### src/verilog/line_modem_pkg.sv
// Package: register map, field positions and shared types of line/modem control
`default_nettype none
package line_modem_pkg;

	localparam logic [2:0] OFS_DATA = 3'h0;
	localparam logic [2:0] OFS_INT = 3'h1;
	localparam logic [2:0] OFS_LINE = 3'h3;
	localparam logic [2:0] OFS_MODEM = 3'h4;
	localparam logic [2:0] OFS_STAT = 3'h6;
	localparam logic [2:0] OFS_SCR = 3'h7;

	localparam logic [7:0] LINE_RESET = 8'h1D;
	localparam logic [7:0] MODEM_RESET = 8'h00;
	localparam logic [7:0] DIV_RESET = 8'h01;
	localparam logic [7:0] SCR_RESET = 8'h00;
	localparam logic [7:0] MODEM_GUARD = 8'hEC;

	localparam int LC_DLAB = 7;
	localparam int LC_BREAK = 6;
	localparam int LC_FORCE = 5;
	localparam int LC_EVEN = 4;
	localparam int LC_PAR = 3;
	localparam int LC_STOP = 2;
	localparam int MC_PRESC = 7;
	localparam int MC_IR = 6;
	localparam int MC_ANY = 5;
	localparam int MC_LOOP = 4;
	localparam int MC_OUT2 = 3;
	localparam int MC_OUT1 = 2;
	localparam int MC_RTS = 1;
	localparam int MC_DTR = 0;

	localparam logic [1:0] PRESC_DIV = 2'h3;
	localparam logic [4:0] IR_PULSE = 5'h03;

	typedef enum logic [2:0] {
		TX_IDLE = 3'h0,
		TX_START = 3'h1,
		TX_DATA = 3'h3,
		TX_PARITY = 3'h2,
		TX_STOP = 3'h6
	} tx_state_e;

	typedef struct packed {
		logic [2:0] addr;
		logic wr;
		logic rd;
		logic [7:0] wdata;
	} reg_req_s;

	typedef struct packed {
		logic rts_n;
		logic dtr_n;
		logic tx;
	} modem_pins_s;

	typedef struct packed {
		logic cts;
		logic dsr;
		logic ri;
		logic dcd;
	} modem_in_s;

endpackage : line_modem_pkg
`default_nettype wire

### src/verilog/byte_fifo.sv
// Small FIFO with valid/ready on both sides
`default_nettype none
module byte_fifo #(
	parameter int WIDTH = 8,
	parameter int DEPTH = 4
) (
	input wire logic clock, // System clock
	input wire logic rst, // Synchronous reset
	input wire logic ce, // Clock enable
	input wire logic in_valid, // Write request
	output logic in_ready, // Not full
	input wire logic [WIDTH-1:0] in_data, // Write data
	output logic out_valid, // Not empty
	input wire logic out_ready, // Read accept
	output logic [WIDTH-1:0] out_data // Head word, registered
);
	localparam int AW = $clog2(DEPTH);

	typedef struct packed {
		logic [DEPTH-1:0][WIDTH-1:0] mem;
		logic [AW-1:0] wp;
		logic [AW-1:0] rp;
		logic [AW:0] cnt;
		logic [WIDTH-1:0] head;
	} fifo_s;

	fifo_s st_q, st_d;
	logic push, pop;

	assign in_ready = st_q.cnt != (AW+1)'(DEPTH);
	assign out_valid = st_q.cnt != '0;
	assign out_data = st_q.head;
	assign push = in_valid && in_ready;
	assign pop = out_valid && out_ready;

	always_comb
	begin
		st_d = st_q;
		if (push)
		begin
			st_d.mem[st_q.wp] = in_data;
			st_d.wp = st_q.wp + 1'b1;
		end
		if (pop)
			st_d.rp = st_q.rp + 1'b1;
		st_d.cnt = st_q.cnt + (AW+1)'(push) - (AW+1)'(pop);
		st_d.head = st_d.mem[st_d.rp];
	end

	always_ff @(posedge clock)
	begin
		if (rst)
			st_q <= '0;
		else if (ce)
			st_q <= st_d;
	end
endmodule : byte_fifo
`default_nettype wire

### src/verilog/char_format.sv
// Character framing helpers: frame length and parity bit
`default_nettype none
module char_format
	import line_modem_pkg::*;
(
	input wire logic clock, // System clock
	input wire logic rst, // Synchronous reset
	input wire logic ce, // Clock enable
	input wire logic [7:0] line_cfg, // Line control value
	input wire logic [7:0] data, // Character to frame
	output logic [3:0] nbits, // Data bits per character
	output logic par_bit, // Parity bit value
	output logic [2:0] stop_half // Stop length in half bits
);
	typedef struct packed {
		logic [3:0] nbits;
		logic par;
		logic [2:0] stop_half;
	} fmt_s;

	fmt_s st_q, st_d;

	function automatic logic [7:0] len_mask(input logic [1:0] wl);
		len_mask = 8'hFF >> (2'h3 - wl);
	endfunction : len_mask

	always_comb
	begin
		st_d.nbits = 4'h5 + {2'h0, line_cfg[1:0]}; // RULE7
		if (!line_cfg[LC_STOP])
			st_d.stop_half = 3'h2; // RULE6
		else if (line_cfg[1:0] == 2'h0)
			st_d.stop_half = 3'h3; // RULE6
		else
			st_d.stop_half = 3'h4; // RULE6
		if (line_cfg[LC_FORCE])
			st_d.par = !line_cfg[LC_EVEN]; // RULE3
		else
			st_d.par = ^(data & len_mask(line_cfg[1:0]))
				^ !line_cfg[LC_EVEN]; // RULE4
	end

	assign nbits = st_q.nbits;
	assign par_bit = st_q.par;
	assign stop_half = st_q.stop_half;

	always_ff @(posedge clock)
	begin
		if (rst)
			st_q <= '0;
		else if (ce)
			st_q <= st_d;
	end
endmodule : char_format
`default_nettype wire

### src/verilog/line_modem_ctrl.sv
// Line and modem control registers with a simple serial transmitter
`default_nettype none

// Notes on behaviour
// RULE1: Line bit 7 opens divisor latch access
// RULE2: Line bit 6 holds serial output low; in loopback the pin stays high and only the looped receive line goes low
// RULE3: Forced parity: one if bit4 low
// RULE4: Bit 4 picks odd or even parity
// RULE5: Parity added and checked only when bit3
// RULE6: Bit 2 gives 1, 1.5 or 2 stops; the transmitter sends whole stop bits, so the 1.5 setting gives 2
// RULE7: Bits 1:0 give five to eight bits
// RULE8: Modem control reachable only with latch closed
// RULE9: Modem bit 7 divides clock by four
// RULE10: Modem bit 6 selects infrared encoding
// RULE11: Modem bit 5: any character resumes transmit
// RULE12: Any-mode stores characters except flow characters
// RULE13: Loopback routes transmit to receive, status
// RULE14: Modem bit 3 is internal carrier detect
// RULE15: Modem bit 2 ring or register select
// RULE16: Modem bit 1 drives request-to-send inverted
// RULE17: Modem bit 0 drives terminal-ready inverted
// RULE18: Guarded modem bits need enhanced feature bit
// RULE19: Line control at 03h resets to 1Dh
// RULE20: Latch open maps low offsets to divisor
module line_modem_ctrl
	import line_modem_pkg::*;
#(
	parameter int BAUD_DIV = 16,
	parameter int FIFO_DEPTH = 4
) (
	input wire logic clock, // System clock, 100 MHz
	input wire logic rst, // Synchronous reset
	input wire logic ce, // Clock enable
	input wire line_modem_pkg::reg_req_s req, // Register access
	output logic [7:0] rdata, // Read data, one cycle after rd
	input wire logic enhanced_en, // Enhanced feature bit 4
	input wire logic auto_rts, // Hardware flow control of RTS
	input wire logic hw_rts_n, // RTS value under auto control
	input wire logic dtr_pin_sel, // General pin configured as DTR
	input wire logic sw_flow_rx, // Receive software flow enabled
	input wire logic sw_halted, // Transmit halted by flow control
	input wire logic rx_char_valid, // Received character strobe
	input wire logic [7:0] rx_char, // Received character
	input wire logic rx_is_flow_char, // Character is Xon/Xoff
	input wire logic rx_pin, // Serial receive pin
	input wire line_modem_pkg::modem_in_s modem_pins, // Modem inputs
	output logic rx_store_valid, // Character to receive FIFO
	output logic [7:0] rx_store_data, // Stored character
	output logic rx_line, // Receive stream after loopback
	output logic resume_tx, // Pulse releasing halted transmit
	output logic parity_check_en, // Receive parity checking enable
	output logic [7:0] line_status, // Modem status: DCD, RI, DSR, CTS in bits 7:4
	output line_modem_pkg::modem_pins_s pins_out // Serial modem pins
);
	// ----------------------------------------------------------
	// State
	// ----------------------------------------------------------
	typedef struct packed {
		logic [7:0] line_q;
		logic [7:0] modem_q;
		logic [7:0] div_lo;
		logic [7:0] div_hi;
		logic [7:0] scr;
		logic [7:0] rdata;
		logic [1:0] presc;
		logic [15:0] baud_cnt;
		logic tick;
		tx_state_e tx_st;
		logic [7:0] tx_sh;
		logic [3:0] bit_idx;
		logic [2:0] half_cnt;
		logic half_ph;
		logic [4:0] ir_cnt;
		logic tx_raw;
		modem_pins_s pins;
		logic rx_line;
		logic resume;
		logic st_valid;
		logic [7:0] st_data;
		logic [1:0] rx_s1;
		modem_in_s m_s1;
		modem_in_s m_s2;
		logic [7:0] modem_status;
		logic fifo_take;
	} ctrl_s;

	ctrl_s st_q, st_d;
	logic fifo_ready, fifo_valid;
	logic [7:0] fifo_data;
	logic [3:0] nbits;
	logic par_bit;
	logic [2:0] stop_half;
	logic dlab, loop;
	logic rx_sync;

	assign dlab = st_q.line_q[LC_DLAB];
	assign loop = st_q.modem_q[MC_LOOP];
	assign rx_sync = st_q.rx_s1[1];

	// ----------------------------------------------------------
	// Transmit data buffer and framing
	// ----------------------------------------------------------
	byte_fifo #(
		.WIDTH(8),
		.DEPTH(FIFO_DEPTH)
	) u_fifo (
		.clock(clock),
		.rst(rst),
		.ce(ce),
		.in_valid(req.wr && req.addr == OFS_DATA && !dlab),
		.in_ready(fifo_ready),
		.in_data(req.wdata),
		.out_valid(fifo_valid),
		.out_ready(st_q.fifo_take),
		.out_data(fifo_data)
	);

	char_format u_fmt (
		.clock(clock),
		.rst(rst),
		.ce(ce),
		.line_cfg(st_q.line_q),
		.data(st_q.tx_sh),
		.nbits(nbits),
		.par_bit(par_bit),
		.stop_half(stop_half)
	);

	function automatic logic [7:0] guard(input logic [7:0] old_v,
		input logic [7:0] new_v, input logic en);
		guard = en ? new_v : ((old_v & MODEM_GUARD) | (new_v & ~MODEM_GUARD));
	endfunction : guard

	always_comb
	begin
		st_d = st_q;
		st_d.resume = 1'b0;
		st_d.st_valid = 1'b0;
		st_d.fifo_take = 1'b0;
		st_d.tick = 1'b0;
		st_d.rx_s1 = {st_q.rx_s1[0], rx_pin};
		st_d.m_s1 = modem_pins;
		st_d.m_s2 = st_q.m_s1;

		// ------------------------------------------------------
		// Register writes
		// ------------------------------------------------------
		if (req.wr)
		begin
			if (req.addr == OFS_LINE)
				st_d.line_q = req.wdata; // RULE19
			else if (req.addr == OFS_DATA && dlab)
				st_d.div_lo = req.wdata; // RULE1 RULE20
			else if (req.addr == OFS_INT && dlab)
				st_d.div_hi = req.wdata; // RULE20
			else if (req.addr == OFS_MODEM && !dlab)
				st_d.modem_q = guard(st_q.modem_q, req.wdata,
					enhanced_en); // RULE8 RULE18
			else if (req.addr == OFS_SCR && !dlab && !st_q.modem_q[MC_OUT1])
				st_d.scr = req.wdata; // RULE15
		end

		// ------------------------------------------------------
		// Register reads
		// ------------------------------------------------------
		if (req.rd)
		begin
			if (req.addr == OFS_LINE)
				st_d.rdata = st_q.line_q;
			else if (req.addr == OFS_DATA && dlab)
				st_d.rdata = st_q.div_lo; // RULE20
			else if (req.addr == OFS_INT && dlab)
				st_d.rdata = st_q.div_hi; // RULE20
			else if (req.addr == OFS_MODEM && !dlab)
				st_d.rdata = st_q.modem_q; // RULE8
			else if (req.addr == OFS_STAT && !dlab && !st_q.modem_q[MC_OUT1])
				st_d.rdata = st_q.modem_status; // RULE15
			else if (req.addr == OFS_SCR && !dlab && !st_q.modem_q[MC_OUT1])
				st_d.rdata = st_q.scr; // RULE15
			else
				st_d.rdata = 8'h00;
		end

		// ------------------------------------------------------
		// Modem status, loopback feeds
		// ------------------------------------------------------
		if (loop)
			st_d.modem_status = {st_q.modem_q[MC_OUT2], st_q.modem_q[MC_OUT1],
				st_q.modem_q[MC_DTR], st_q.modem_q[MC_RTS],
				4'h0}; // RULE13 RULE14 RULE15 RULE16 RULE17
		else
			st_d.modem_status = {st_q.m_s2.dcd, st_q.m_s2.ri, st_q.m_s2.dsr,
				st_q.m_s2.cts, 4'h0};

		// ------------------------------------------------------
		// Prescaler and baud tick
		// ------------------------------------------------------
		st_d.presc = st_q.presc + 2'h1;
		if (!st_q.modem_q[MC_PRESC] || st_q.presc == PRESC_DIV) // RULE9
		begin
			if (st_q.baud_cnt >= 16'(BAUD_DIV - 1))
			begin
				st_d.baud_cnt = 16'h0000;
				st_d.tick = 1'b1;
			end
			else
				st_d.baud_cnt = st_q.baud_cnt + 16'h0001;
		end

		// ------------------------------------------------------
		// Transmitter
		// ------------------------------------------------------
		if (st_q.tick)
		begin
			case (st_q.tx_st)
				TX_IDLE:
				begin
					st_d.tx_raw = 1'b1;
					if (fifo_valid && !sw_halted)
					begin
						st_d.tx_sh = fifo_data;
						st_d.fifo_take = 1'b1;
						st_d.tx_st = TX_START;
					end
				end
				TX_START:
				begin
					st_d.tx_raw = 1'b0;
					st_d.bit_idx = 4'h0;
					st_d.tx_st = TX_DATA;
				end
				TX_DATA:
				begin
					st_d.tx_raw = st_q.tx_sh[st_q.bit_idx[2:0]];
					st_d.bit_idx = st_q.bit_idx + 4'h1;
					if (st_q.bit_idx == nbits - 4'h1) // RULE7
						st_d.tx_st = st_q.line_q[LC_PAR] ? TX_PARITY
							: TX_STOP; // RULE5
					st_d.half_cnt = 3'h0;
					st_d.half_ph = 1'b0;
				end
				TX_PARITY:
				begin
					st_d.tx_raw = par_bit; // RULE3 RULE4 RULE5
					st_d.tx_st = TX_STOP;
				end
				TX_STOP:
				begin
					st_d.tx_raw = 1'b1;
					st_d.half_cnt = st_q.half_cnt + 3'h2;
					if (st_q.half_cnt + 3'h2 >= stop_half) // RULE6
						st_d.tx_st = TX_IDLE;
				end
				default:
					st_d.tx_st = TX_IDLE;
			endcase
		end

		// Infrared: short high pulse for each zero bit
		if (st_q.tick)
			st_d.ir_cnt = IR_PULSE;
		else if (st_q.ir_cnt != 5'h00)
			st_d.ir_cnt = st_q.ir_cnt - 5'h01;

		// ------------------------------------------------------
		// Pins
		// ------------------------------------------------------
		if (loop)
			st_d.pins.tx = 1'b1; // RULE13
		else if (st_q.line_q[LC_BREAK])
			st_d.pins.tx = 1'b0; // RULE2
		else if (st_q.modem_q[MC_IR])
			st_d.pins.tx = !st_q.tx_raw && st_q.ir_cnt != 5'h00; // RULE10
		else
			st_d.pins.tx = st_q.tx_raw;
		st_d.pins.rts_n = (auto_rts && !loop) ? hw_rts_n
			: (loop ? 1'b1 : !st_q.modem_q[MC_RTS]); // RULE16
		st_d.pins.dtr_n = (dtr_pin_sel && !loop)
			? !st_q.modem_q[MC_DTR] : 1'b1; // RULE17
		st_d.rx_line = loop ? (st_q.tx_raw && !st_q.line_q[LC_BREAK])
			: rx_sync; // RULE13

		// ------------------------------------------------------
		// Resume on any character and receive storage
		// ------------------------------------------------------
		if (rx_char_valid)
		begin
			st_d.resume = st_q.modem_q[MC_ANY] && sw_halted; // RULE11
			st_d.st_valid = !(sw_flow_rx && rx_is_flow_char); // RULE12
			st_d.st_data = rx_char;
		end
	end

	assign rdata = st_q.rdata;
	assign pins_out = st_q.pins;
	assign rx_line = st_q.rx_line;
	assign resume_tx = st_q.resume;
	assign rx_store_valid = st_q.st_valid;
	assign rx_store_data = st_q.st_data;
	assign parity_check_en = st_q.line_q[LC_PAR]; // RULE5
	assign line_status = st_q.modem_status;

	always_ff @(posedge clock)
	begin
		if (rst)
		begin
			st_q <= '0;
			st_q.line_q <= LINE_RESET; // RULE19
			st_q.modem_q <= MODEM_RESET;
			st_q.div_lo <= DIV_RESET;
			st_q.scr <= SCR_RESET;
			st_q.tx_raw <= 1'b1;
			st_q.pins <= '1;
			st_q.rx_line <= 1'b1;
			st_q.rx_s1 <= 2'h3;
		end
		else if (ce)
			st_q <= st_d;
	end

	logic unused_ready;
	assign unused_ready = fifo_ready;
endmodule : line_modem_ctrl
`default_nettype wire

### config.mk
export PLATFORM = sky130hd
export DESIGN_NAME = line_modem_ctrl
export DESIGN_NICKNAME = d
export VERILOG_FILES = /design/src/verilog/line_modem_pkg.sv /design/src/verilog/byte_fifo.sv /design/src/verilog/char_format.sv /design/src/verilog/line_modem_ctrl.sv
export SDC_FILE = /design/constraint.sdc
export NUM_CORES = 1
export LEC_CHECK = 0
export ABC_AREA = 1
export BUFFER_PORTS_ARGS = -buffer_cell sky130_fd_sc_hd__buf_2
export CAP_MARGIN = 15
export CORE_MARGIN = 5
export CORE_UTILIZATION = 55
export CTS_CLUSTER_DIAMETER = 200
export CTS_CLUSTER_SIZE = 8
export DETAILED_ROUTE_END_ITERATION = 6
export PLACE_DENSITY = 0.77
export SYNTH_ARGS = -nofsm -noshare
export SYNTH_HDL_FRONTEND = slang
export SYNTH_SLANG_ARGS = --single-unit
### constraint.sdc
create_clock -name clock -period 2.1 [get_ports clock]
set_input_delay 0.42 -clock clock [delete_from_list [all_inputs] [get_ports clock]]
set_output_delay 0.42 -clock clock [all_outputs]
set_load 0.03 [all_outputs]
==> out/results.tsv, run 1 <==
stage	metric	value	unit
clock_network	cts_buffers	17	
critical_path	worstPathRequired	2.42	ns
route	vias	8136	
sta	setup_tns	0	ns
placed_design	dp_cells	1479	
logic_synthesis	synth_common_cells	216 x nand2_1, 174 x dfxtp_1, 160 x inv_1	
global_route	grt_overflow	0	
floorplan	ios	68	
global_route	antenna_found_initial	0	
power	finalPower	0.00771	W
power	sw_frac_of_total	0.278	
sta	fin_crit_sh	0.927	
logic_synthesis	synthFlopType	dfxtp_1	
clock_network	clkSinkCount	174	
sta	worstMarginPinSlew	0.543	ns
logic_synthesis	synth_cells	1264	
global_route	grt_pass1_wl	35500	µm
sta	rsz0062_at_grt	no	
finish	nNetsFinal	1337	
power	ir_drop	0.578	mV
floorplan	die_y	137	µm
sta	hold_viol	0	
finish	antenna_cells	0	
logic_synthesis	synth-compound-area-share	0.168	
critical_path	r2r_slack	0.15	ns
route	drt_iter0_drc	604	
power	leakage	4.33	nW
sta	setup_viol	0	
floorplan	fp.dieArea	18700	µm²
logic_synthesis	synth_area	8810	µm²
logic_synthesis	synth_edf_count	0	
global_route	grt_pass1_vias	7465	
logic_synthesis	synth_top_area_share	0.395	
global_route	grt_usage	0.236	
clock_network	cts_buffer_depth	2	
sta	fin_skew	0.00719	ns
finish	fill_cells	1442	
power	p_int	0.00557	W
global_route	grt_max_degree	123	
critical_path	worstPathArrival	2.27	ns
critical_path	worstReg2RegEnd	u_fifo.st_q[10]$_SDFFE_PP0P_	
power	power_density	795	nW/µm²
placed_design	io_buffer_count	63	
worst_hold_path	worst_hold_path.num_cells	3	
logic_synthesis	yosysMostFrequentCell	nand2_1	
logic_synthesis	synthDistinctLibCells	44	
power	seq_power_share	0.461	
route	via_per_inst	5.38	
finish	syn_to_final_growth	10.1	%
sta	layout_min_cycle_time	1.95	ns
power	pwr-share-comb	0.129	
floorplan	start_util	0.557	
clock_network	cts_hold_buf	0	
route	ant_nets	0	
power	pwr-share-clk	0.410	
route	drc	0	
logic_synthesis	syn_avg_cell_area	6.97	µm²
critical_path	endpoint_kind	flop	
flow_run	cap_violations	0	
logic_synthesis	synth-xor-area-share	0.0109	
route	routedWlPerCell	14.4	µm
logic_synthesis	synthAdderAreaFrac	0.0250	
floorplan	coreArea	15800	µm²
worst_hold_path	hp-start	modem_pins[3]	
clock_network	htreeDepth	4	
worst_hold_path	whs_endpoint	st_d[12]$_SDFFE_PP0P_	
sta	maxSlewHeadroom	0.638	
finish	drive_above_1_share	0.123	
logic_synthesis	synth_top_family_by_area	simple AND/OR/NAND/NOR gates	
sta	maxSlewViolCount	0	
critical_path	r2r_cells	12	
route	wirelength	21700	µm
floorplan	row_count	46	
worst_hold_path	hold_class	input pin to flop	
clock_network	clk_latency	0.43	ns
clock_network	root_buffer	clkbuf_16	
logic_synthesis	synth_mux_area_frac	0.00256	
critical_path	crit_fanout	2	
critical_path	timing.rr.start	u_fifo.st_q[10]$_SDFFE_PP0P_	
logic_synthesis	synth.area.top_cells	dfxtp_1 40%, nand2_1 9.2%, nand3_1 8.0%, o21ai_0 7.0%, inv_1 6.8%	
placed_design	place_congestion	0.871	
critical_path	worst_setup_path_start_kind	flop	
logic_synthesis	synth-async-reset-ratio	0	
logic_synthesis	synth_largest_area_cell	dfxtp_1	
clock_network	clk_pin_slew	0.07	ns
run_status	status	completed	
logic_synthesis	yosysWarnings	0	
critical_path	crit_type	flop to flop	
placed_design	dpl.hpwl	14400	µm
power	p_switching	0.00214	W
logic_synthesis	synth_seq_cells	174	
clock_network	cts_tree	yes	
logic_synthesis	yosys.area_share.simple	0.268	
route	firstDrtPassIters	5	
floorplan	die_x	137	µm
logic_synthesis	seq_area_frac_synth	0.395	
finish	fin_cells	1512	
sta	fmax	513	MHz
## cell usage in the layout (no fill, tap or decap), types with 4 or more instances in the layout
| master | n |
|---|---|
| conb_1 | 4 |
| buf_4 | 20 |
| inv_1 | 158 |
| nand4_1 | 9 |
| buf_2 | 62 |
| nand3_1 | 140 |
| dfxtp_1 | 174 |
| nand2_1 | 215 |
| o21ai_0 | 122 |
| nor2_4 | 5 |
| clkinvlp_4 | 5 |
| nor2_1 | 123 |
| a21oi_1 | 78 |
| clkbuf_16 | 17 |
| a211oi_1 | 7 |
| xor2_1 | 6 |
| nor3_1 | 15 |
| inv_2 | 10 |
| xnor2_1 | 5 |
| o211ai_1 | 44 |
| clkinv_1 | 4 |
| inv_6 | 4 |
| o21ai_1 | 4 |
| ha_1 | 16 |
| nand2_2 | 13 |
## stage by stage
| step | hold slack (ns) | utilization | worst slack, ns | area [µm²] |
|---|---|---|---|---|
| 3_3_place_gp | 0.430 | 0.575 | 0.0807 | 9100 |
| 3_5_place_dp | 0.435 | 0.575 | 0.0397 | 9100 |
| 6_report | 0.224 | 0.613 | 0.152 | 9700 |
| 2_1_floorplan | 0.415 | - | 0.0730 | 8820 |
| 4_1_cts | 0.212 | 0.612 | 0.0200 | 9690 |
| 5_1_grt | 0.224 | 0.613 | 0.00579 | 9700 |
## layout make-up
type,instances,area [µm²],area share
sequential,174,3480,0.359
clock inverter,14,158,0.0163
tap,216,270,0.0279
timing repair buffer,84,500,0.0516
multi-input combinational,833,4210,0.434
inverter,173,652,0.0672
clock buffer,18,429,0.0442
## sequential cells by signal (all words and copies together) (netlist names)
| signal | flops |
|---|---|
| u_fifo.out_data | 8 |
| u_fmt.stop_half | 3 |
| rx_sync | 1 |
| dlab | 1 |
| line_status | 4 |
| rdata | 8 |
| u_fmt.nbits | 4 |
| parity_check_en | 1 |
| st_q | 84 |
| rx_store_valid | 1 |
| rx_line | 1 |
| st_d | 5 |
| rx_store_data | 8 |
| u_fifo.st_q | 39 |
| pins_out | 3 |
| u_fmt.par_bit | 1 |
| resume_tx | 1 |
| loop | 1 |
## metal layers
layer,vias to the layer above,part of all wire,global-route usage
met3,60,0.051,0.0415
met4,0,0.032,0.106
met5,-,0,0
met2,240,0.47,0.386
li1,4137,-,-
met1,3699,0.45,0.305
## how the worst max path moves through the flow
stage / endpoint / start
finish: u_fifo.st_q[10]$_SDFFE_PP0P_ / u_fifo.st_q[10]$_SDFFE_PP0P_
global route: u_fifo.st_q[10]$_SDFFE_PP0P_ / u_fifo.st_q[10]$_SDFFE_PP0P_
CTS: u_fifo.st_q[10]$_SDFFE_PP0P_ / u_fifo.st_q[10]$_SDFFE_PP0P_
detailed placement: u_fifo.st_q[10]$_SDFFE_PP0P_ / u_fifo.st_q[10]$_SDFFE_PP0P_
global placement: u_fifo.st_q[10]$_SDFFE_PP0P_ / u_fifo.st_q[10]$_SDFFE_PP0P_
floorplan: u_fifo.st_q[10]$_SDFFE_PP0P_ / u_fifo.st_q[9]$_SDFFE_PP0P_
## power by group through the flow
| stage | combinational, W | sequential [W] | clock, W |
|---|---|---|---|
| 4_1_cts | 0.000991 | 0.00355 | 0.00321 |
| 3_3_place_gp | 0.000961 | 0.00362 | 0 |
| 2_1_floorplan | 0.000768 | 0.00360 | 0 |
| 5_1_grt | 0.00112 | 0.00357 | 0.00335 |
| 6_report | 0.000993 | 0.00355 | 0.00316 |
| 3_5_place_dp | 0.000984 | 0.00362 | 0 |
## cell families after synthesis
| family | count (synthesis) |
|---|---|
| buffers and inverters | 260 |
| AND/OR/NAND/NOR | 533 |
| flip-flops | 174 |
| AO/OA/AOI/OAI | 266 |
| XOR/XNOR | 11 |
| multiplexers | 2 |
| other | 1 |
| adder cells (fa/ha/maj) | 17 |
## worst max-delay path, stage by stage (launching register included)
cell	delay, ns
dfxtp_1	0.33
inv_2	0.07
nand3_2	0.07
nand2_2	0.07
inv_1	0.05
ha_1	0.26
inv_1	0.04
ha_1	0.20
fa_2	0.34
a21oi_1	0.13
o21ai_1	0.09
o21ai_1	0.14
a21oi_1	0.05
## timing repair
| item | 4_1_cts | 5_1_grt |
|---|---|---|
| buffers inserted | 0 | 1 |
| resized for setup | 0 | 5 |
| setup endpoints to repair | 0 | 1 |
(Power assumes the default switching activity.)
==> run 2: changes to the inputs <==
--- a/config.mk
+++ b/config.mk
@@ -7,12 +7,12 @@
 export LEC_CHECK = 0
 export ABC_AREA = 1
 export BUFFER_PORTS_ARGS = -buffer_cell sky130_fd_sc_hd__buf_2
-export CAP_MARGIN = 15
 export CORE_MARGIN = 5
 export CORE_UTILIZATION = 55
 export CTS_CLUSTER_DIAMETER = 200
 export CTS_CLUSTER_SIZE = 8
 export DETAILED_ROUTE_END_ITERATION = 6
+export GPL_TIMING_DRIVEN = 0
 export PLACE_DENSITY = 0.77
 export SYNTH_ARGS = -nofsm -noshare
 export SYNTH_HDL_FRONTEND = slang
==> out/results.tsv, run 2 (same netlist as run 1, synthesis figures left out) <==
stage	metric	value	unit	change
power	ir_drop	0.573	mV	was 0.578 mV
critical_path	r2r_slack	0.09	ns	was 0.15 ns
placed_design	dpl_cell_area	9370	µm²	was 9100 µm²
critical_path	worstPathArrival	2.33	ns	was 2.27 ns
route	firstDrtPassIters	6		was 5
floorplan	die_y	137	µm	unchanged
route	routedWlPerCell	15.5	µm	was 14.4 µm
placed_design	io_buffer_count	55		was 63
clock_network	cts_buffers	17		unchanged
finish	drive_above_1_share	0.136		was 0.123
clock_network	cts_tree	yes		unchanged
floorplan	coreArea	15800	µm²	unchanged
critical_path	r2r_cells	12		unchanged
finish	syn_to_final_growth	13.5	%	was 10.1%
finish	regMostFlops	st_q		unchanged
critical_path	crit_fanout	3		was 2
global_route	grt_pass1_vias	7864		was 7,465
clock_network	clkSinkCount	174		unchanged
sta	setup_viol	0		unchanged
power	leakage	4.50	nW	was 4.33 nW
critical_path	worstReg2RegEnd	u_fifo.st_q[10]$_SDFFE_PP0P_		unchanged
worst_hold_path	worst_hold_path.num_cells	3		unchanged
placed_design	place_congestion	0.947		was 0.871
finish	nNetsFinal	1397		was 1,337
clock_network	htreeDepth	4		unchanged
route	ant_nets	0		unchanged
critical_path	worstPathRequired	2.42	ns	about the same
finish	final_cell_mix	215 x nand2_1, 173 x dfxtp_1, 157 x inv_1		was 215 x nand2_1, 174 x dfxtp_1, 158 x inv_1
placed_design	dpl.hpwl	17400	µm	was 14,400 µm
clock_network	root_buffer	clkbuf_16		unchanged
finish	fill_cells	1449		was 1,442
floorplan	fp.dieArea	18700	µm²	unchanged
critical_path	timing.rr.start	u_fifo.st_q[9]$_SDFFE_PP0P_		was u_fifo.st_q[10]$_SDFFE_PP0P_
global_route	antenna_found_initial	1		was 0
route	wirelength	24400	µm	was 21,700 µm
worst_hold_path	whs_endpoint	st_d[10]$_SDFFE_PP0P_		was st_d[12]$_SDFFE_PP0P_
critical_path	worst_setup_path_start_kind	flop		unchanged
route	via_per_inst	5.45		was 5.38
clock_network	cts_buffer_depth	2		unchanged
run_status	status	completed		unchanged
critical_path	endpoint_kind	flop		unchanged
placed_design	dp_cells	1538		was 1,479
global_route	grt_pass1_wl	39300	µm	was 35,500 µm
sta	layout_min_cycle_time	2.01	ns	was 1.95 ns
finish	design_area	10000	µm²	was 9700 µm²
sta	fmax	497	MHz	was 513 MHz
floorplan	row_count	46		unchanged
critical_path	crit_type	flop to flop		unchanged
clock_network	clk_pin_slew	0.07	ns	about the same
power	power_density	776	nW/µm²	was 795 nW/µm²
sta	worstMarginPinSlew	0.836	ns	was 0.543 ns
floorplan	die_x	137	µm	unchanged
worst_hold_path	hold_class	input pin to flop		unchanged
finish	fin_util	0.632		was 0.613
floorplan	ios	68		unchanged
finish	largest_register_ffs	84		unchanged
sta	fin_crit_sh	0.958		was 0.927
clock_network	clk_latency	0.44	ns	was 0.43 ns
flow_run	cap_violations	0		unchanged
floorplan	start_util	0.557		unchanged
finish	fin_cells	1572		was 1,512
global_route	grt_max_degree	19		was 123
clock_network	cts_hold_buf	0		unchanged
route	vias	8571		was 8,136
route	drc	0		unchanged
finish	antenna_cells	0		unchanged
sta	maxSlewViolCount	0		unchanged
finish	reg_top3	st_q x84, u_fifo.st_q x39		unchanged
sta	hold_viol	0		unchanged
sta	fin_skew	0.00862	ns	was 0.00719 ns
global_route	grt_overflow	0		unchanged
sta	rsz0062_at_grt	no		unchanged
route	drt_iter0_drc	851		was 604
sta	maxSlewHeadroom	0.442		was 0.638
finish	mostFrequentLayoutCell	nand2_1		unchanged
global_route	grt_usage	0.267		was 0.236
worst_hold_path	hp-start	modem_pins[1]		was modem_pins[3]
-- run 2: report_power, final --
group	internal, W	total [W]	switching (W)
registers	0.00345	0.00355	0.0000968
logic	0.000372	0.00108	0.000710
clock network	0.00162	0.00313	0.00151
-- run 2: stage by stage --
step	setup TNS, ns	total power (W)	hold WS [ns]	setup WS (ns)
2_1_floorplan	0	0.00437	0.415	0.0730
3_3_place_gp	-0.430	0.00465	0.427	-0.146
3_5_place_dp	-0.528	0.00467	0.430	-0.179
6_report	0	0.00777	0.211	0.0884
5_1_grt	0	0.00807	0.222	0.00203
4_1_cts	0	0.00776	0.201	0.0172
-- run 2: cell type report --
cell class | instances | area, µm² | area share
multi-input combinational | 833 | 4230 | 0.423
sequential | 174 | 3480 | 0.348
inverter | 173 | 652 | 0.0652
buffer | 87 | 489 | 0.0489
clock buffer | 18 | 439 | 0.0439
timing repair buffer | 57 | 290 | 0.0290
tap | 216 | 270 | 0.0270
clock inverter | 14 | 148 | 0.0148
-- run 2: worst max path at each step --
stage	from	slack, ns	endpoint
2_1_floorplan	u_fifo.st_q[9]$_SDFFE_PP0P_	0.07	u_fifo.st_q[10]$_SDFFE_PP0P_
3_3_place_gp	req[12]	-0.15	u_fifo.st_q[10]$_SDFFE_PP0P_
3_5_place_dp	req[12]	-0.18	u_fifo.st_q[10]$_SDFFE_PP0P_
4_1_cts	u_fifo.st_q[13]$_SDFFE_PP0P_	0.02	u_fifo.out_data[4]$_SDFFE_PP0P_
5_1_grt	u_fifo.st_q[10]$_SDFFE_PP0P_	0.002	u_fifo.st_q[10]$_SDFFE_PP0P_
6_report	u_fifo.st_q[9]$_SDFFE_PP0P_	0.09	u_fifo.st_q[10]$_SDFFE_PP0P_
-- run 2: critical path: stages (launching register included) --
cell	delay (ns)
dfxtp_1	0.31
inv_2	0.09
nand3_4	0.10
nand2_4	0.07
inv_1	0.05
ha_1	0.26
inv_1	0.04
ha_2	0.18
fa_2	0.34
a21oi_1	0.14
o21ai_1	0.11
o21ai_1	0.15
a21oi_1	0.05
-- run 2: layer usage --
layer / up-vias / part of all wire / global-route usage
met2: 357 / 0.46 / 0.442
met4: 2 / 0.028 / 0.102
li1: 4265 / - / -
met5: - / 0.00033 / 0
met3: 55 / 0.078 / 0.0518
met1: 3892 / 0.43 / 0.345
-- run 2: what timing repair did --
item                                   in CTS  in global routing
gates resized for setup                     7                 10
pin swaps                                   1                  1
endpoints found under the hold margin       0                  0
buffers inserted                            2                  0
setup endpoints to repair                   1                  9
